<file path="config.mk">
export PLATFORM = sky130hd
export DESIGN_NAME = eiec_ctrl
export DESIGN_NICKNAME = d
export VERILOG_FILES = /design/src/eiec_pkg.sv /design/src/eiec_ctrl.sv
export VERILOG_INCLUDE_DIRS = /design/src
export SDC_FILE = /design/constraint.sdc
export NUM_CORES = 1
export LEC_CHECK = 0
export ABC_CLOCK_PERIOD_IN_PS = 3000
export BUFFER_PORTS_ARGS = -buffer_cell sky130_fd_sc_hd__buf_4
export CAP_MARGIN = 20
export CORE_MARGIN = 5
export CORE_UTILIZATION = 30
export CTS_CLUSTER_SIZE = 25
export DETAILED_ROUTE_END_ITERATION = 8
export PLACE_DENSITY = 0.45
export SLEW_MARGIN = 5
export SYNTH_ARGS = -nofsm -noshare
export SYNTH_HDL_FRONTEND = slang
export SYNTH_SLANG_ARGS = --single-unit
</file>
<file path="constraint.sdc">
create_clock -name core_clk_i -period 3 [get_ports core_clk_i]
set_input_delay 0.3 -clock core_clk_i [delete_from_list [all_inputs] [get_ports core_clk_i]]
set_output_delay 0.3 -clock core_clk_i [all_outputs]
set_load 0.01 [all_outputs]
</file>
<file path="src/eiec_params.svh">
// Purpose: Offsets, field widths, reset values for the edge interrupt/event controller.
// Assumes: Byte addresses on a 32-bit Avalon-MM slave.
// Notes:   Definitions only.
`ifndef EIEC_PARAMS_SVH
`define EIEC_PARAMS_SVH
`define EIEC_NLINES      19
`define EIEC_NGPIO       16
`define EIEC_NPORTS      5
`define EIEC_SEL_W       3
`define EIEC_ADDR_W      8
`define EIEC_OFS_INTEN   8'h00
`define EIEC_OFS_EVEN    8'h04
`define EIEC_OFS_RISE    8'h08
`define EIEC_OFS_FALL    8'h0C
`define EIEC_OFS_SOFT    8'h10
`define EIEC_OFS_PEND    8'h14
`define EIEC_LINE_RST    19'h00000
`define EIEC_LINE_LOWV   16
`define EIEC_LINE_ALARM  17
`define EIEC_LINE_USBWK  18
`endif

</file>
<file path="src/eiec_pkg.sv">
// Purpose: Types shared by the edge interrupt/event controller.
// Assumes: Constants come from eiec_params.svh.
// Notes:   Types only.
`include "eiec_params.svh"
package eiec_pkg;
  typedef logic [`EIEC_NLINES-1:0] eiec_line_t;
  typedef logic [`EIEC_SEL_W-1:0]  eiec_sel_t;
  typedef enum logic [2:0] {
    EIEC_REG_INTEN,
    EIEC_REG_EVEN,
    EIEC_REG_RISE,
    EIEC_REG_FALL,
    EIEC_REG_SOFT,
    EIEC_REG_PEND,
    EIEC_REG_NONE
  } eiec_reg_t;
endpackage : eiec_pkg

</file>
<file path="src/eiec_ctrl.sv">
// Purpose: Edge interrupt/event controller with 19 lines behind an Avalon-MM slave.
// Assumes: Pins and internal sources are asynchronous; pin select comes from same clock.
// Notes:   Interrupt outputs lag the pending flags by one clock.
//
// Notes on behaviour
// Nineteen lines, each with its own trigger, interrupt and event enables.
// Rising enable catches rising edges, falling enable falling; both catch either.
// Lines 0-15 take pin n of the port chosen by the line source select.
// Line 16 is low-voltage detect, 17 calendar alarm, 18 USB wakeup.
// Enabled edge sets pending if interrupt enabled; event raised without pending.
// Setting a soft trigger bit raises interrupt or event at once, per enables.
// Software clears a pending flag by writing one; it stays set until then.
// Software selects sources, then edge enables, then interrupt or event enables.
// Interrupts and events also go to the wakeup logic.
// Calendar alarm and USB wakeup lines have their own interrupt requests.
// Lines 5-9 share one request and lines 10-15 another.
// Interrupt enable one permits, zero blocks; all enables reset to zero.
// Rising enable zero makes a rising edge be ignored.
//
// The register offsets and register access over Avalon-MM were left to the implementer.
`timescale 1ns/1ps
`include "eiec_params.svh"
module eiec_ctrl (
  input  wire logic                                core_clk_i,
  input  wire logic                                rst_n_i,
  input  wire logic [`EIEC_ADDR_W-1:0]             avs_address_i,
  input  wire logic                                avs_read_i,
  input  wire logic                                avs_write_i,
  input  wire logic [31:0]                         avs_writedata_i,
  output logic      [31:0]                         avs_readdata_o,
  output logic                                     avs_waitrequest_o,
  input  wire logic [`EIEC_NPORTS*`EIEC_NGPIO-1:0] gpio_pins_i,
  input  wire logic [`EIEC_NGPIO*`EIEC_SEL_W-1:0]  line_source_select_i,
  input  wire logic                                low_voltage_detect_i,
  input  wire logic                                cal_alarm_i,
  input  wire logic                                usb_wakeup_i,
  output logic      [4:0]                          irq_line_4_0_o,
  output logic                                     irq_low_volt_o,
  output logic                                     irq_grp_9_5_o,
  output logic                                     irq_grp_15_10_o,
  output logic                                     irq_alarm_o,
  output logic                                     irq_usb_wake_o,
  output logic                                     irq_o,
  output logic      [`EIEC_NLINES-1:0]             event_lines_o,
  output logic                                     event_o,
  output logic                                     wakeup_o
);

  // ----------------------------------------------------------------
  // Input synchronisers
  // ----------------------------------------------------------------
  localparam int NRAW = `EIEC_NPORTS*`EIEC_NGPIO + 3;
  logic [NRAW-1:0] sync1_ff;
  logic [NRAW-1:0] sync2_ff;
  always_ff @(posedge core_clk_i or negedge rst_n_i) begin
    if (!rst_n_i) begin
      sync1_ff <= '0;
      sync2_ff <= '0;
    end else begin
      sync1_ff <= {usb_wakeup_i, cal_alarm_i, low_voltage_detect_i, gpio_pins_i};
      sync2_ff <= sync1_ff;
    end
  end

  // ----------------------------------------------------------------
  // Source routing
  // ----------------------------------------------------------------
  // Changing a line's source while its edge enables are set may look like an edge,
  // which is why software selects sources before enabling triggers.
  eiec_pkg::eiec_line_t line_raw;
  genvar gi;
  generate
    for (gi = 0; gi < `EIEC_NGPIO; gi++) begin : g_src
      wire eiec_pkg::eiec_sel_t sel = line_source_select_i[gi*`EIEC_SEL_W +: `EIEC_SEL_W];
      assign line_raw[gi] = (sel < `EIEC_NPORTS) ? sync2_ff[sel*`EIEC_NGPIO + gi] : 1'b0;
    end
  endgenerate
  assign line_raw[`EIEC_LINE_LOWV]  = sync2_ff[NRAW-3];
  assign line_raw[`EIEC_LINE_ALARM] = sync2_ff[NRAW-2];
  assign line_raw[`EIEC_LINE_USBWK] = sync2_ff[NRAW-1];

  // ----------------------------------------------------------------
  // Register bus decode
  // ----------------------------------------------------------------
  eiec_pkg::eiec_line_t inten_ff;
  eiec_pkg::eiec_line_t even_ff;
  eiec_pkg::eiec_line_t rise_en_ff;
  eiec_pkg::eiec_line_t fall_en_ff;
  eiec_pkg::eiec_line_t soft_ff;
  eiec_pkg::eiec_line_t pend_ff;
  eiec_pkg::eiec_line_t prev_ff;
  logic                 wait_ff;
  logic [31:0]          rdata_ff;
  eiec_pkg::eiec_reg_t  reg_sel;

  assign reg_sel = (avs_address_i == `EIEC_OFS_INTEN) ? eiec_pkg::EIEC_REG_INTEN :
                   (avs_address_i == `EIEC_OFS_EVEN)  ? eiec_pkg::EIEC_REG_EVEN  :
                   (avs_address_i == `EIEC_OFS_RISE)  ? eiec_pkg::EIEC_REG_RISE  :
                   (avs_address_i == `EIEC_OFS_FALL)  ? eiec_pkg::EIEC_REG_FALL  :
                   (avs_address_i == `EIEC_OFS_SOFT)  ? eiec_pkg::EIEC_REG_SOFT  :
                   (avs_address_i == `EIEC_OFS_PEND)  ? eiec_pkg::EIEC_REG_PEND  :
                                                        eiec_pkg::EIEC_REG_NONE;

  // A request is answered one clock after it appears; the write lands on the answer edge.
  wire                 req      = avs_read_i | avs_write_i;
  wire                 wr_fire  = avs_write_i & ~wait_ff;
  wire eiec_pkg::eiec_line_t wdat = avs_writedata_i[`EIEC_NLINES-1:0];
  wire wr_inten = wr_fire & (reg_sel == eiec_pkg::EIEC_REG_INTEN);
  wire wr_even  = wr_fire & (reg_sel == eiec_pkg::EIEC_REG_EVEN);
  wire wr_rise  = wr_fire & (reg_sel == eiec_pkg::EIEC_REG_RISE);
  wire wr_fall  = wr_fire & (reg_sel == eiec_pkg::EIEC_REG_FALL);
  wire wr_soft  = wr_fire & (reg_sel == eiec_pkg::EIEC_REG_SOFT);
  wire wr_pend  = wr_fire & (reg_sel == eiec_pkg::EIEC_REG_PEND);

  logic [31:0] rd_mux;
  always_comb begin
    rd_mux = 32'h0000_0000;
    case (reg_sel)
      eiec_pkg::EIEC_REG_INTEN: rd_mux[`EIEC_NLINES-1:0] = inten_ff;
      eiec_pkg::EIEC_REG_EVEN:  rd_mux[`EIEC_NLINES-1:0] = even_ff;
      eiec_pkg::EIEC_REG_RISE:  rd_mux[`EIEC_NLINES-1:0] = rise_en_ff;
      eiec_pkg::EIEC_REG_FALL:  rd_mux[`EIEC_NLINES-1:0] = fall_en_ff;
      eiec_pkg::EIEC_REG_SOFT:  rd_mux[`EIEC_NLINES-1:0] = soft_ff;
      eiec_pkg::EIEC_REG_PEND:  rd_mux[`EIEC_NLINES-1:0] = pend_ff;
      default:                  rd_mux = 32'h0000_0000;
    endcase
  end

  // ----------------------------------------------------------------
  // Edge detection and triggers
  // ----------------------------------------------------------------
  wire eiec_pkg::eiec_line_t rise_v   = line_raw & ~prev_ff;
  wire eiec_pkg::eiec_line_t fall_v   = ~line_raw & prev_ff;
  wire eiec_pkg::eiec_line_t hw_trig  = (rise_v & rise_en_ff) | (fall_v & fall_en_ff);
  wire eiec_pkg::eiec_line_t sw_trig  = wr_soft ? (wdat & ~soft_ff) : '0;
  wire eiec_pkg::eiec_line_t trig     = hw_trig | sw_trig;
  wire eiec_pkg::eiec_line_t pend_set = trig & inten_ff;
  wire eiec_pkg::eiec_line_t pend_clr = wr_pend ? wdat : '0;
  wire eiec_pkg::eiec_line_t evt_v    = trig & even_ff;

  // A new trigger in the same clock as its clear keeps the flag set.
  wire eiec_pkg::eiec_line_t nxt_pend  = (pend_ff & ~pend_clr) | pend_set;
  // Clearing a pending flag also rearms its soft trigger bit.
  wire eiec_pkg::eiec_line_t nxt_soft  = wr_soft ? wdat : (soft_ff & ~pend_clr);
  wire eiec_pkg::eiec_line_t irq_v     = pend_ff & inten_ff;

  // ----------------------------------------------------------------
  // Registers
  // ----------------------------------------------------------------
  always_ff @(posedge core_clk_i or negedge rst_n_i) begin
    if (!rst_n_i) begin
      inten_ff <= `EIEC_LINE_RST;
      even_ff  <= `EIEC_LINE_RST;
      rise_en_ff <= `EIEC_LINE_RST;
      fall_en_ff <= `EIEC_LINE_RST;
      soft_ff    <= `EIEC_LINE_RST;
      pend_ff  <= `EIEC_LINE_RST;
      prev_ff  <= `EIEC_LINE_RST;
    end else begin
      if (wr_inten) inten_ff <= wdat;
      if (wr_even)  even_ff  <= wdat;
      if (wr_rise)  rise_en_ff <= wdat;
      if (wr_fall)  fall_en_ff <= wdat;
      soft_ff  <= nxt_soft;
      pend_ff  <= nxt_pend;
      prev_ff  <= line_raw;
    end
  end

  always_ff @(posedge core_clk_i or negedge rst_n_i) begin
    if (!rst_n_i) begin
      wait_ff  <= 1'b1;
      rdata_ff <= 32'h0000_0000;
    end else begin
      wait_ff  <= ~(req & wait_ff);
      rdata_ff <= rd_mux;
    end
  end

  always_ff @(posedge core_clk_i or negedge rst_n_i) begin
    if (!rst_n_i) begin
      irq_line_4_0_o  <= 5'h00;
      irq_low_volt_o  <= 1'b0;
      irq_grp_9_5_o   <= 1'b0;
      irq_grp_15_10_o <= 1'b0;
      irq_alarm_o     <= 1'b0;
      irq_usb_wake_o  <= 1'b0;
      irq_o           <= 1'b0;
      event_lines_o   <= `EIEC_LINE_RST;
      event_o         <= 1'b0;
      wakeup_o        <= 1'b0;
    end else begin
      irq_line_4_0_o  <= irq_v[4:0];
      irq_low_volt_o  <= irq_v[`EIEC_LINE_LOWV];
      irq_grp_9_5_o   <= |irq_v[9:5];
      irq_grp_15_10_o <= |irq_v[15:10];
      irq_alarm_o     <= irq_v[`EIEC_LINE_ALARM];
      irq_usb_wake_o  <= irq_v[`EIEC_LINE_USBWK];
      irq_o           <= |irq_v;
      event_lines_o   <= evt_v;
      event_o         <= |evt_v;
      wakeup_o        <= (|irq_v) | (|evt_v);
    end
  end

  assign avs_waitrequest_o = wait_ff;
  assign avs_readdata_o    = rdata_ff;
endmodule : eiec_ctrl

</file>
==> impl_metrics.ini <==
[outcome]
status = complete, no violations

[power_and_ir_drop]
power_frac_comb = 0.064
p_sw_frac = 0.213
switching_power_mw = 2.30
pwr-share-clk = 0.472
p_leak_nw = 8.50
irDropWorstVdd_uv = 361
p_seq_frac = 0.464
p_int_mw = 8.51
p_total_mw = 10.8
power_density_nw_per_um2 = 608

[cts]
clockBufferDepth = 3
htreeDepth = 2
cts_tree = built
clock_latency_ns = 0.55
post_cts.repair.setup_buffers = 0
cts_buffers = 40
clk_pin_slew_ns = 0.06
clock-sinks = 351
cts_root_buf = clkbuf_16

[global_route]
grt_pass1_vias = 9456
antenna_found_initial = 1
grt_max_degree = 81
gr-total-overflow = 0
grt_use_total = 0.149
grt_pass1_wl_um = 54700

[drt]
drc = 0
vias = 8752
ant_nets = 0
drt_first_pass_iters = 5
wire_per_inst_um = 18.6
drt_iter0_markers = 539
drt_wl_total_um = 35000
vias_per_cell = 4.65

[logic_synthesis]
yosys_warnings = 0
ys_ff_latch = 351
synth.cell_area_um2 = 12900
avgSynthCellArea_um2 = 13.7
synth_enable_flop_cells = 0
synth_cell_types = 54
ys_seq_area_frac = 0.682
ys.flop_type = dfrtp_1
async_flop_share = 1.00
syn_inst = 937

[timing]
maxSlewHeadroom = 0.478
rsz0062_at_grt = false
min_period_over_period = 0.943
tightest_slew_ns = 0.773
finalWorstSetupSlack_ns = 0.171
min_period_ns = 2.83
clock_skew_ns = 0.00859
slew_viol_final = 0
fmax_mhz = 354
hold_violations = 0
finalSetupViolCount = 0

[layout]
drive_above_1_share = 0.321
area_growth_pct = 38.2
nets = 1482
multi_input_area_um2 = 3840
num-fill-cells = 4060
seq_area_um2 = 8780
layout_common_cells = 350 x dfrtp_1, 244 x buf_4, 114 x nand2_1
mostFrequentLayoutCell = dfrtp_1

[placement]
gp_congestion = 0.784
port_buffers = 213
dp_hpwl_um = 23500
pre_cts_slack_ns = -0.206

[worst_setup_path]
worst-path-max-fanout = 11
slowest_delay_ns = 0.56
cp_common_cell = buf_4
slowest_stage = dfstp_2
startpoint_type = register
cp.required_ns = 3.42
worstPathCellList = nor2b_4 -> and3_1 -> buf_4 -> nand3b_1 -> o211ai_1 -> a2111oi_2 -> buf_4 -> nand2_1 -> or4b_1
worstPathArrival_ns = 3.25
critical_path_buf_inv_count = 2
end_kind = register
critPathKind = register to register
crit_family = simple AND/OR/NAND/NOR gates

[floorplanning]
fp.dieArea_um2 = 47200
rows = 76
die_x_um = 217
start_util = 0.301
pin_count = 240
coreArea_um2 = 42800
die_h_um = 217

[flow_run]
maxCapViolations = 0

[min_path]
hold_class = input pin to register
[power by group through the flow]
stage,combinational (mW),sequential (mW),clock [mW]
5_1_grt,0.773,5.04,5.50
3_5_place_dp,0.593,5.10,0
2_1_floorplan,0.207,5.08,0
6_report,0.694,5.02,5.10
3_3_place_gp,0.587,5.10,0
4_1_cts,0.710,5.02,5.30
[area by class of cell]
type	count	area share
tap	546	0.0384
multi-input combinational	534	0.216
clock inverter	11	0.0121
clock buffer	59	0.0654
antenna	1	0.000141
timing repair buffer	356	0.169
sequential	351	0.494
inverter	24	0.00506
[sequential cells by signal, summed over array words and instances (netlist names)]
signal             flops
sync1_ff              83
sync2_ff              83
avs_readdata_o        19
even_ff               19
event_lines_o         19
fall_en_ff            19
inten_ff              19
pend_ff               19
prev_ff               19
rise_en_ff            19
soft_ff               19
irq_line_4_0_o         5
avs_waitrequest_o      1
event_o                1
irq_alarm_o            1
irq_grp_15_10_o        1
irq_grp_9_5_o          1
irq_low_volt_o         1
irq_o                  1
irq_usb_wake_o         1
wakeup_o               1
[synthesized netlist by cell type, types with 2 or more instances]
master	number	area (um^2)
dfrtp_1	350	8760
nand2_1	114	428
mux2_2	101	1140
a22oi_1	28	210
o21ai_0	28	140
nand3b_1	26	195
inv_1	24	90.1
nand3_1	21	105
a222oi_1	20	200
clkbuf_1	20	75.1
and2_1	19	119
mux2i_1	18	180
a31oi_1	13	81.3
buf_4	13	97.6
nand2b_1	12	75.1
a22o_1	10	87.6
o21a_1	10	75.1
nor2b_1	9	56.3
a21o_1	8	60.1
or2_2	8	50.1
nand4_1	7	43.8
nor2_1	7	26.3
or3_1	6	37.5
buf_1	5	18.8
o211ai_1	5	37.5
and3_1	4	25.0
nand4bb_1	4	45.0
nor4bb_1	4	40.0
o22ai_1	4	25.0
or4_1	4	30.0
a2111oi_0	3	26.3
a211o_1	3	26.3
a21bo_2	3	30.0
nor3b_1	3	22.5
a21boi_0	2	15.0
buf_6	2	22.5
nor4_1	2	12.5
[worst min-delay path: stages]
cell    delay, ns
buf_4        0.09
o21a_1       0.15
inv_1        0.04
[worst paths after layout]
| path | slack, ns | to | start | cells after the start |
|---|---|---|---|---|
| max | 0.17 | wakeup_o | avs_waitrequest_o | 9 |
| min | 0.07 | prev_ff[7] | line_source_select_i[22] | 3 |
| max reg2reg | 0.17 | wakeup_o | avs_waitrequest_o | 9 |
| min reg2reg | 0.34 | sync2_ff[70] | sync1_ff[70] | 0 |
| max in group asynchronous | 1.82 | avs_readdata_o[4] | rst_n_i | 3 |
| min in group asynchronous | 0.29 | sync2_ff[55] | rst_n_i | 2 |
[per-stage QoR]
step | area, um^2 | setup TNS, ns | cells | utilization | hold slack (ns)
after floorplan | 12900 | 0 | 949 | - | 0.00441
after global placement | 15300 | -0.382 | 1705 | 0.358 | 0.325
after detailed placement | 15300 | -0.386 | 1705 | 0.358 | 0.324
after CTS | 17800 | 0 | 1881 | 0.416 | 0.0321
after global routing | 17800 | 0 | 1881 | 0.416 | 0.0518
final | 17800 | 0 | 1882 | 0.416 | 0.0744
[logic make-up after synthesis]
logic type,share of synthesized area
DFF,0.682
and+or+nand+nor,0.107
AOI/OAI and AO/OA,0.0845
muxes,0.102
buffers and inverters,0.0236
other,0.000291
[timing repair]
action / 4_1_cts / 5_1_grt
pin swaps: 0 / 0
gates cloned: 0 / 0
setup endpoints to repair: 2 / 1
hold buffers: 106 / 0
hold endpoints to repair: 172 / 0
gates resized for setup: 2 / 1
[metal layers]
metal / global-route usage / share of wire / vias up
met5: 0 / 0 / -
li1: - / - / 4075
met1: 0.199 / 0.45 / 4396
met2: 0.243 / 0.48 / 211
met4: 0.0485 / 0.025 / 0
met3: 0.0335 / 0.053 / 70
(Power assumes the default switching activity.)
